## config.mk

```make
export PLATFORM = sky130hd
export DESIGN_NAME = sfm_monitor
export DESIGN_NICKNAME = d
export VERILOG_FILES = /design/src/verilog/sfm_pkg.sv /design/src/verilog/sfm_monitor.sv
export SDC_FILE = /design/constraint.sdc
export NUM_CORES = 1
export LEC_CHECK = 0
export BUFFER_PORTS_ARGS = -buffer_cell sky130_fd_sc_hd__buf_4
export CAP_MARGIN = 10
export CORE_ASPECT_RATIO = 1.25
export CORE_MARGIN = 2
export CORE_UTILIZATION = 50
export CTS_CLUSTER_DIAMETER = 100
export DETAILED_ROUTE_END_ITERATION = 10
export GPL_ROUTABILITY_DRIVEN = 0
export GPL_TIMING_DRIVEN = 0
export PLACE_DENSITY = 0.7
export SYNTH_ARGS = -nofsm -noshare
export SYNTH_HDL_FRONTEND = slang
export SYNTH_SLANG_ARGS = --single-unit
```

## constraint.sdc

```tcl
create_clock -name clk -period 5.4 [get_ports clk]
set_input_delay 0.27 -clock clk [delete_from_list [all_inputs] [get_ports clk]]
set_output_delay 0.27 -clock clk [all_outputs]
set_load 0.005 [all_outputs]
```

## src/verilog/sfm_pkg.sv

```systemverilog
// constants, types and register map of the sync source fault monitor
package sfm_pkg;
    // clock rate and the millisecond tick derived from it
    localparam int CLK_HZ = 125000000;
    localparam int MS_PER_S = 1000;
    localparam int CYC_PER_MS = CLK_HZ / MS_PER_S;
    localparam int MS_W = 20;

    // quality counter
    localparam int QUAL_W = 6;
    localparam logic [QUAL_W-1:0] QUAL_MIN = 6'h00;
    localparam logic [QUAL_W-1:0] QUAL_MAX = 6'h3C;
    localparam logic [QUAL_W-1:0] QUAL_ERR_TOP = 6'h1E;

    // pulse timing in milliseconds
    localparam int T_W = 11;
    localparam logic [T_W-1:0] T_SAT = 11'h7FF;
    localparam logic [T_W-1:0] PPS_PERIOD_MS = 11'h3E8;
    localparam logic [T_W-1:0] PPS_PERIOD_TOL_MS = 11'h00A;
    localparam logic [T_W-1:0] PPS_WIDTH_DEV_MS = 11'h028;
    localparam logic [T_W-1:0] PPS_WIDTH_MAX_MS = 11'h320;
    localparam logic [T_W-1:0] DCF_LOW_MS = 11'h064;
    localparam logic [T_W-1:0] DCF_HIGH_MS = 11'h0C8;
    localparam logic [T_W-1:0] DCF_TOL_MS = 11'h014;

    // inactivity timeouts in seconds
    localparam int TO_W = 8;
    localparam logic [TO_W-1:0] STR_TIMEOUT_S = 8'hB5;
    localparam logic [TO_W-1:0] PPS_TIMEOUT_S = 8'h3D;
    localparam logic [TO_W-1:0] DCF_TIMEOUT_S = 8'h19;

    // keypad lockout after this many wrong keywords
    localparam logic [2:0] KEY_LOCK_COUNT = 3'h4;

    // register byte offsets
    localparam logic [3:0] REG_FAULT = 4'h0;
    localparam logic [3:0] REG_CTRL = 4'h4;
    localparam logic [3:0] REG_QUAL = 4'h8;

    // control register fields
    localparam int CTRL_MODE_LSB = 0;
    localparam int CTRL_STRMIN_BIT = 2;
    localparam int CTRL_MGMT_BIT = 3;
    // quality register fields
    localparam int QREG_STR_LSB = 0;
    localparam int QREG_PPS_LSB = 8;

    // fault byte bit positions
    localparam int FB_CHANNEL = 0;
    localparam int FB_PROTO = 1;
    localparam int FB_QUARTZ = 2;
    localparam int FB_DST = 4;
    localparam int FB_KEYPAD = 5;
    localparam int FB_MGMT = 7;

    typedef enum logic [1:0] {MODE_GPS, MODE_MS, MODE_MSPPS, MODE_DCF} sfm_mode_t;
endpackage

```

## src/verilog/sfm_monitor.sv

```systemverilog
// fault status byte and supervision of the synchronisation inputs
//
// Notes on behaviour
// - each bit: 0 healthy, 1 fault
// - bit 7: management link lost, only when enabled
// - bit 5: keyword set and four wrong entries
// - bit 4: summer-time data incomplete
// - bit 2: quartz adjust fail, hold crystal state
// - bit 1 set by reset, then by evaluation
// - bit 1 per mode, any used protocol
// - quality counter 0..60, +1 on pass
// - a failed per-second check decrements counter
// - counter starts 0; error until above 30, again at 0
// - gps string: structure, time, visibility error
// - pps period 1000 ms within 10 ms
// - pps width change above 40 ms fails
// - pps wider than 800 ms fails
// - master/slave string: structure and time only
// - minute protocols set bit 1 directly
// - dcf pulse 100 or 200 ms, 20 ms
// - bit 0 clear at reset, per mode
// - timeouts: string 181, pps 61, dcf 25 s
// - activity restarts timeout, clears bit 0
`timescale 1ns/100ps
module sfm_monitor
    import sfm_pkg::*;
#(
    parameter int MS_CYCLES = CYC_PER_MS,
    parameter logic [QUAL_W-1:0] QUAL_REARM = 6'h00
)
(
    input wire logic clk,
    input wire logic nrst,
    input wire logic clkEn,
    input wire logic [3:0] avs_address,
    input wire logic avs_read,
    input wire logic avs_write,
    input wire logic [31:0] avs_writedata,
    output logic [31:0] avs_readdata,
    output logic avs_waitrequest,
    input wire logic secTick,
    input wire logic strValid,
    input wire logic strStructOk,
    input wire logic strTimeOk,
    input wire logic strVisErr,
    input wire logic ppsIn,
    input wire logic dcfIn,
    input wire logic dcfMinute,
    input wire logic dcfStructOk,
    input wire logic dcfTimeOk,
    input wire logic mgmtLinkOk,
    input wire logic keywordSet,
    input wire logic keyWrong,
    input wire logic keyRight,
    input wire logic keyUnlock,
    input wire logic dstIncomplete,
    input wire logic quartzAdjFail,
    output logic [7:0] faultByte,
    output logic crystalHold
);

    typedef struct packed {
        logic waitReq;
        logic [31:0] rdData;
        sfm_mode_t mode;
        logic strMinute;
        logic mgmtEn;
        logic [MS_W-1:0] msCnt;
        logic ppsLvl;
        logic dcfLvl;
        logic [T_W-1:0] ppsPer;
        logic [T_W-1:0] ppsWid;
        logic [T_W-1:0] ppsPrevW;
        logic ppsPrevV;
        logic ppsSeen;
        logic ppsBad;
        logic strSeen;
        logic strBad;
        logic [QUAL_W-1:0] strQ;
        logic [QUAL_W-1:0] ppsQ;
        logic strErr;
        logic ppsErr;
        logic dcfErr;
        logic [T_W-1:0] dcfWid;
        logic dcfBad;
        logic [TO_W-1:0] strTo;
        logic [TO_W-1:0] ppsTo;
        logic [TO_W-1:0] dcfTo;
        logic strDead;
        logic ppsDead;
        logic dcfDead;
        logic [2:0] wrongCnt;
        logic [7:0] fault;
        logic xtalHold;
    } sfm_state_t;

    sfm_state_t s_q;
    sfm_state_t s_d;

    logic msTick;
    logic ppsRise;
    logic ppsFall;
    logic dcfRise;
    logic dcfFall;
    logic strMinMode;
    logic strPass;
    logic [T_W-1:0] ppsWidDiff;
    logic [T_W-1:0] ppsWidNow;

    function automatic logic [QUAL_W-1:0] qualStep(input logic [QUAL_W-1:0] q, input logic pass);
        if (pass)
            qualStep = (q == QUAL_MAX) ? q : q + 6'h01;
        else
            qualStep = (q == QUAL_MIN) ? q : q - 6'h01;
    endfunction

    // hysteresis keeps the flag steady between the rearm level and 30
    function automatic logic qualErr(input logic [QUAL_W-1:0] q, input logic err);
        if (q > QUAL_ERR_TOP)
            qualErr = 1'b0;
        else if (q <= QUAL_REARM)
            qualErr = 1'b1;
        else
            qualErr = err;
    endfunction

    function automatic logic inWindow(input logic [T_W-1:0] v, input logic [T_W-1:0] c,
                                      input logic [T_W-1:0] tol);
        inWindow = (v >= c - tol) && (v <= c + tol);
    endfunction

    function automatic logic [T_W-1:0] satInc(input logic [T_W-1:0] v);
        satInc = (v == T_SAT) ? v : v + 11'h001;
    endfunction

    assign msTick = (s_q.msCnt == MS_W'(MS_CYCLES - 1));
    assign ppsRise = ppsIn & ~s_q.ppsLvl;
    assign ppsFall = ~ppsIn & s_q.ppsLvl;
    assign dcfRise = dcfIn & ~s_q.dcfLvl;
    assign dcfFall = ~dcfIn & s_q.dcfLvl;
    assign strMinMode = s_q.strMinute && (s_q.mode == MODE_MS || s_q.mode == MODE_MSPPS);
    assign strPass = s_q.strSeen & ~s_q.strBad;
    assign ppsWidNow = (msTick && s_q.ppsLvl) ? satInc(s_q.ppsWid) : s_q.ppsWid;
    assign ppsWidDiff = (ppsWidNow > s_q.ppsPrevW) ? ppsWidNow - s_q.ppsPrevW : s_q.ppsPrevW - ppsWidNow;

    always_comb
    begin
        logic strCheckBad;
        logic protoErr;
        logic chanDead;
        strCheckBad = 1'b0;
        protoErr = 1'b0;
        chanDead = 1'b0;
        s_d = s_q;

        // bus slave: one wait cycle, then one cycle with waitrequest low
        s_d.waitReq = ~((avs_read | avs_write) & s_q.waitReq);
        if (avs_read && s_q.waitReq)
        begin
            case (avs_address)
                REG_FAULT: s_d.rdData = {24'h000000, s_q.fault};
                REG_CTRL: s_d.rdData = {28'h0000000, s_q.mgmtEn, s_q.strMinute, s_q.mode};
                REG_QUAL: s_d.rdData = {18'h00000, s_q.ppsQ, 2'h0, s_q.strQ};
                default: s_d.rdData = 32'h00000000;
            endcase
        end
        if (avs_write && !s_q.waitReq && avs_address == REG_CTRL)
        begin
            s_d.mode = sfm_mode_t'(avs_writedata[CTRL_MODE_LSB +: 2]);
            s_d.strMinute = avs_writedata[CTRL_STRMIN_BIT];
            s_d.mgmtEn = avs_writedata[CTRL_MGMT_BIT];
        end

        s_d.msCnt = msTick ? '0 : s_q.msCnt + MS_W'(1);
        s_d.ppsLvl = ppsIn;
        s_d.dcfLvl = dcfIn;

        // serial string, checked per second or taken per minute
        if (secTick && !strMinMode)
        begin
            s_d.strQ = qualStep(s_q.strQ, strPass);
            s_d.strErr = qualErr(s_d.strQ, s_q.strErr);
            s_d.strSeen = 1'b0;
            s_d.strBad = 1'b0;
        end
        if (strValid)
        begin
            // visibility error only counts against the satellite receiver
            strCheckBad = ~strStructOk | ~strTimeOk | (strVisErr & (s_q.mode == MODE_GPS));
            s_d.strSeen = 1'b1;
            s_d.strBad = s_d.strBad | strCheckBad;
            if (strMinMode)
                s_d.strErr = strCheckBad;
        end

        // pps period and width, and dcf pulse width, in milliseconds
        if (msTick)
        begin
            s_d.ppsPer = satInc(s_q.ppsPer);
            if (s_q.ppsLvl)
                s_d.ppsWid = satInc(s_q.ppsWid);
            if (s_q.dcfLvl)
                s_d.dcfWid = satInc(s_q.dcfWid);
        end
        if (secTick)
        begin
            s_d.ppsQ = qualStep(s_q.ppsQ, s_q.ppsSeen & ~s_q.ppsBad);
            s_d.ppsErr = qualErr(s_d.ppsQ, s_q.ppsErr);
            s_d.ppsSeen = 1'b0;
            s_d.ppsBad = 1'b0;
        end
        if (ppsRise)
        begin
            s_d.ppsSeen = 1'b1;
            if (!inWindow(msTick ? satInc(s_q.ppsPer) : s_q.ppsPer, PPS_PERIOD_MS, PPS_PERIOD_TOL_MS))
                s_d.ppsBad = 1'b1;
            s_d.ppsPer = '0;
            s_d.ppsWid = '0;
        end
        if (ppsFall)
        begin
            if (ppsWidNow > PPS_WIDTH_MAX_MS)
                s_d.ppsBad = 1'b1;
            if (s_q.ppsPrevV && ppsWidDiff > PPS_WIDTH_DEV_MS)
                s_d.ppsBad = 1'b1;
            s_d.ppsPrevW = ppsWidNow;
            s_d.ppsPrevV = 1'b1;
        end

        // dcf pulse widths gather over the minute, verdict at minute mark
        if (dcfRise)
            s_d.dcfWid = '0;
        if (dcfFall && !inWindow(s_q.dcfWid, DCF_LOW_MS, DCF_TOL_MS)
            && !inWindow(s_q.dcfWid, DCF_HIGH_MS, DCF_TOL_MS))
            s_d.dcfBad = 1'b1;
        if (dcfMinute)
        begin
            s_d.dcfErr = ~dcfStructOk | ~dcfTimeOk | s_d.dcfBad;
            s_d.dcfBad = 1'b0;
        end

        // inactivity timeouts in seconds; activity beats the tick
        if (secTick)
        begin
            if (s_q.strTo == STR_TIMEOUT_S - 8'h01)
                s_d.strDead = 1'b1;
            else
                s_d.strTo = s_q.strTo + 8'h01;
            if (s_q.ppsTo == PPS_TIMEOUT_S - 8'h01)
                s_d.ppsDead = 1'b1;
            else
                s_d.ppsTo = s_q.ppsTo + 8'h01;
            if (s_q.dcfTo == DCF_TIMEOUT_S - 8'h01)
                s_d.dcfDead = 1'b1;
            else
                s_d.dcfTo = s_q.dcfTo + 8'h01;
        end
        if (strValid)
        begin
            s_d.strTo = '0;
            s_d.strDead = 1'b0;
        end
        if (ppsRise)
        begin
            s_d.ppsTo = '0;
            s_d.ppsDead = 1'b0;
        end
        if (dcfRise)
        begin
            s_d.dcfTo = '0;
            s_d.dcfDead = 1'b0;
        end

        // keypad lockout counter; a right keyword or unlock restarts it
        if (keyRight || keyUnlock || !keywordSet)
            s_d.wrongCnt = '0;
        else if (keyWrong && s_q.wrongCnt != KEY_LOCK_COUNT)
            s_d.wrongCnt = s_q.wrongCnt + 3'h1;

        // per-mode selection of used protocols and channels
        case (s_q.mode)
            MODE_GPS, MODE_MSPPS:
            begin
                protoErr = s_q.strErr | s_q.ppsErr;
                chanDead = s_q.strDead | s_q.ppsDead;
            end
            MODE_MS:
            begin
                protoErr = s_q.strErr;
                chanDead = s_q.strDead;
            end
            MODE_DCF:
            begin
                protoErr = s_q.dcfErr;
                chanDead = s_q.dcfDead;
            end
            default:
            begin
                protoErr = 1'b1;
                chanDead = 1'b1;
            end
        endcase

        s_d.fault = 8'h00;
        s_d.fault[FB_MGMT] = s_q.mgmtEn & ~mgmtLinkOk;
        s_d.fault[FB_KEYPAD] = keywordSet & (s_q.wrongCnt == KEY_LOCK_COUNT);
        s_d.fault[FB_DST] = dstIncomplete;
        s_d.fault[FB_QUARTZ] = quartzAdjFail;
        s_d.fault[FB_PROTO] = protoErr;
        s_d.fault[FB_CHANNEL] = chanDead;
        s_d.xtalHold = quartzAdjFail;
    end

    always_ff @(posedge clk or negedge nrst)
    begin
        if (!nrst)
        begin
            s_q <= '0;
            s_q.waitReq <= 1'b1;
            s_q.strErr <= 1'b1;
            s_q.ppsErr <= 1'b1;
            s_q.dcfErr <= 1'b1;
            s_q.fault[FB_PROTO] <= 1'b1;
        end
        else if (clkEn)
        begin
            s_q <= s_d;
        end
    end

    assign avs_readdata = s_q.rdData;
    assign avs_waitrequest = s_q.waitReq;
    assign faultByte = s_q.fault;
    assign crystalHold = s_q.xtalHold;

    chk_unused_bits: assert property (@(posedge clk) disable iff (!nrst) !faultByte[6] && !faultByte[3])
        else $error("unassigned fault bits not zero");
    chk_mgmt_gate: assert property (@(posedge clk) disable iff (!nrst)
        (clkEn && !s_q.mgmtEn) |=> !faultByte[FB_MGMT])
        else $error("management fault while board disabled");
    chk_key_lock: assert property (@(posedge clk) disable iff (!nrst)
        (clkEn && keywordSet && s_q.wrongCnt == KEY_LOCK_COUNT) |=> faultByte[FB_KEYPAD])
        else $error("keypad lockout not flagged");
    chk_dst_flag: assert property (@(posedge clk) disable iff (!nrst)
        clkEn |=> faultByte[FB_DST] == $past(dstIncomplete))
        else $error("dst fault does not follow its cause");
    chk_xtal_hold: assert property (@(posedge clk) disable iff (!nrst) crystalHold == faultByte[FB_QUARTZ])
        else $error("crystal hold differs from quartz fault");
    chk_qual_range: assert property (@(posedge clk) disable iff (!nrst)
        s_q.strQ <= QUAL_MAX && s_q.ppsQ <= QUAL_MAX)
        else $error("quality counter out of range");
    chk_qual_down: assert property (@(posedge clk) disable iff (!nrst)
        (clkEn && secTick && !strMinMode && s_q.strBad && s_q.strQ != QUAL_MIN)
        |=> s_q.strQ == $past(s_q.strQ) - 6'h01)
        else $error("failed second did not decrement");
    chk_err_clear: assert property (@(posedge clk) disable iff (!nrst)
        (clkEn && secTick && !strMinMode && strPass && s_q.strQ == QUAL_ERR_TOP) |=> !s_q.strErr)
        else $error("error not cleared above 30");
    chk_pps_timeout: assert property (@(posedge clk) disable iff (!nrst)
        (clkEn && secTick && !ppsRise && s_q.ppsTo == PPS_TIMEOUT_S - 8'h01) |=> s_q.ppsDead)
        else $error("pps timeout did not fire");
    chk_activity_clr: assert property (@(posedge clk) disable iff (!nrst)
        (clkEn && strValid) |=> !s_q.strDead && s_q.strTo == '0)
        else $error("string activity did not restart timeout");
    chk_bus_answer: assert property (@(posedge clk) disable iff (!nrst)
        (clkEn && avs_read && avs_waitrequest) |=> !avs_waitrequest)
        else $error("read not answered after one wait cycle");

endmodule // sfm_monitor

```

==> results.json <==
{
  "max-vdd-ir-drop_mv": 0.2153,
  "area_delta_synth_final_pct": 15.17,
  "chipHeight_um": 156.7,
  "grt_max_degree": 78,
  "drt-vias-per-instance": 5.724,
  "ios": 100,
  "detailedRoute.firstIterationViolations": 417,
  "initial_util_pct": 51.36,
  "detail-route-antenna-nets": 0,
  "finalHoldViolations": 0,
  "drt-wirelength-per-cell_um": 15.38,
  "ys.warnings.count": 0,
  "cts_max_path_buffers": 2,
  "ys_dominant_reg_cell": "dfrtp_1",
  "critical_path.endpoint_type": "flop",
  "hold_ws_ps": 42.26,
  "layout-drive-gt1-share_pct": 13.96,
  "top_cells_by_area_in_the_synthesized_netlist": "dfrtp_1, nand2_1, ha_1, nor2_1, a21oi_1",
  "final-instance-count-excl-fill": 1424,
  "cts-buffers-inserted": 17,
  "clk_root_buffer_cell": "clkbuf_16",
  "via_count_of_the_first_global_routing_pass": 7754,
  "async_flop_share_pct": 100.0,
  "tritoncts_clock_tree": "done",
  "fp.dieArea_um2": 19780,
  "number_of_synthesized_flops_with_an_enable_pin": 0,
  "synth_seq_cells": 141,
  "htree_levels": 4,
  "placement_rows": 55,
  "synthDominantCellAreaShare_pct": 36.48,
  "worst-slew-pin-transition_ps": 832.9,
  "place.detailed.instances": 1393,
  "tns_ps": 0,
  "drtPass1Iterations": 5,
  "clk_latency_ps": 420,
  "startpoint_type": "flop",
  "fin_crit_ps": 5066,
  "postSynthAreaPerCell_um2": 8.521,
  "drt_drc": 0,
  "routed-via-count": 8151,
  "grt_overflow": 0,
  "timing.max_slew.rel_slack_pct": 43.69,
  "layout.nets": 1286,
  "timing.setup.critical_path_class": "flop to flop",
  "yosys-top-cells-count": "dfrtp_1, nand2_1, nor2_1",
  "worst_hold_path_type": "input port to flop",
  "synth_largest_area_cell": "dfrtp_1",
  "critical_path_peak_fanout": 10,
  "max_freq_ghz": 0.1974,
  "max_cap_viol_count": 0,
  "synth_sequential_area_ratio_pct": 37.88,
  "die_width_um": 126.2,
  "grt_antenna_before_repair": 0,
  "clock_transition_at_the_registers_of_the_reported_paths_ps": 60,
  "layout.filler_cells": 1666,
  "finish.utilization_pct": 59.15,
  "detailedPlacementHpwl_um": 15980,
  "critical_path_arrival_ps": 5380,
  "pwr_density_cell_nw_per_um2": 296.7,
  "netlist_instances": 1095,
  "run_status": "finished, final reports clean",
  "final-max-slew-violation-count": 0,
  "post_detailed_routing_wire_length_um": 21890,
  "placeableCoreArea_um2": 18170,
  "syn-cell-area_um2": 9330,
  "portBuffers": 49,
  "antennaDiodeCount": 0,
  "required_ps": 5710,
  "setup_violation_total_in_the_final_timing_report": 0,
  "period_share_pct": 93.82,
  "total_routing_usage_reported_by_global_routing_pct": 22.62,
  "most_used_standard_cell_by_instance_count_after_synthesis": "dfrtp_1",
  "clock_sinks": 141,
  "fin_skew_ps": 7.094,
  "yosys.cell_types.count": 83,
  "sum_of_internal_switching_and_leakage_power_mw": 3.188,
  "power.static_leakage_nw": 4.858,
  "wire_length_of_the_first_global_routing_pass_um": 36950
}
-- routing by layer --
metal / part of all wire [%] / global-route usage (%)
met1: 42 / 27.25
met2: 52 / 40.91
met3: 3.4 / 2.769
met4: 2.8 / 9.158
met5: 0 / 0
-- critical path, stage by stage (launching register included) --
cell       delay [ps]
dfrtp_1           410
ha_1              260
nor4bb_1          450
nand4_1           150
buf_4             200
nor3_4            220
nand2_1           110
xor2_1            360
inv_1              90
ha_1              280
clkbuf_1          310
nand3_1           250
a21oi_1           340
o311ai_2          170
a21oi_1           220
a21boi_0          100
nand4b_1          220
o31a_1            300
o2bb2ai_1         170
o31a_1            310
-- sequential cells by signal, indices dropped and copies added (netlist names) --
signal,count
s_q,121
faultByte,6
avs_readdata,13
avs_waitrequest,1
-- cell usage in the layout (no fill, tap or decap), types with 17 or more instances in the layout --
| cell | instances |
|---|---|
| a21oi_1 | 62 |
| and3_1 | 17 |
| buf_4 | 91 |
| clkbuf_1 | 37 |
| clkbuf_16 | 17 |
| conb_1 | 21 |
| dfrtp_1 | 136 |
| ha_1 | 40 |
| inv_1 | 63 |
| nand2_1 | 135 |
| nand3_1 | 46 |
| nand4_1 | 25 |
| nor2_1 | 94 |
| nor3_1 | 31 |
| o21ai_0 | 55 |
| xnor2_1 | 31 |
| xor2_1 | 30 |
-- cell type report --
cell class	instances	area (um^2)	area share [%]
Multi-Input combinational cell	828	5194	48.33
Sequential cell	141	3535	32.89
Buffer	82	478.0	4.448
Clock buffer	21	450.4	4.192
Timing Repair Buffer	53	424.2	3.947
Tap cell	228	285.3	2.655
Inverter	63	236.5	2.201
Clock inverter	8	142.6	1.327
-- final timing paths --
kind	from	to	slack, ps	cells past startpoint
setup / recovery	s_q[106]	s_q[68]	330	19
hold / removal	dcfMinute	s_q[39]	40	2
setup reg to reg	s_q[106]	s_q[68]	330	19
hold reg to reg	s_q[70]	s_q[70]	480	1
max in group asynchronous	nrst	s_q[52]	4190	3
min in group asynchronous	nrst	avs_readdata[3]	390	2
-- power breakdown --
group          internal (mW)  leakage, nW  switching (mW)
clock network          0.774        0.289           0.427
registers               1.17         1.88           0.118
logic                  0.294         2.69           0.408
-- timing repair --
| action | in CTS | in global routing |
|---|---|---|
| gates resized for setup | 2 | 6 |
| endpoints found under the hold margin | 63 | 0 |
| pin swaps | 0 | 1 |
| setup endpoints to repair | 1 | 1 |
| hold buffers | 1 | 0 |
| buffers inserted | 0 | 2 |
-- stage by stage --
| step | cell area [um^2] | setup WS, ps |
|---|---|---|
| 5_1_grt | 10750 | -60.68 |
| 3_3_place_gp | 10060 | -144.7 |
| 6_report | 10750 | 334.0 |
| 4_1_cts | 10700 | 48.28 |
| 3_5_place_dp | 10090 | -159.6 |
| 2_1_floorplan | 9405 | 890.5 |
-- kinds of logic after synthesis --
| kind of cell | synth area share (%) |
|---|---|
| AND/OR/NAND/NOR | 23.91 |
| AO/OA/AOI/OAI | 16.67 |
| other | 0.04019 |
| adder cells (fa/ha/maj) | 5.793 |
| buffers and inverters | 7.698 |
| XOR/XNOR | 5.901 |
| multiplexers | 2.105 |
| flip-flops | 37.88 |
Power figures use the tool's default switching activity.
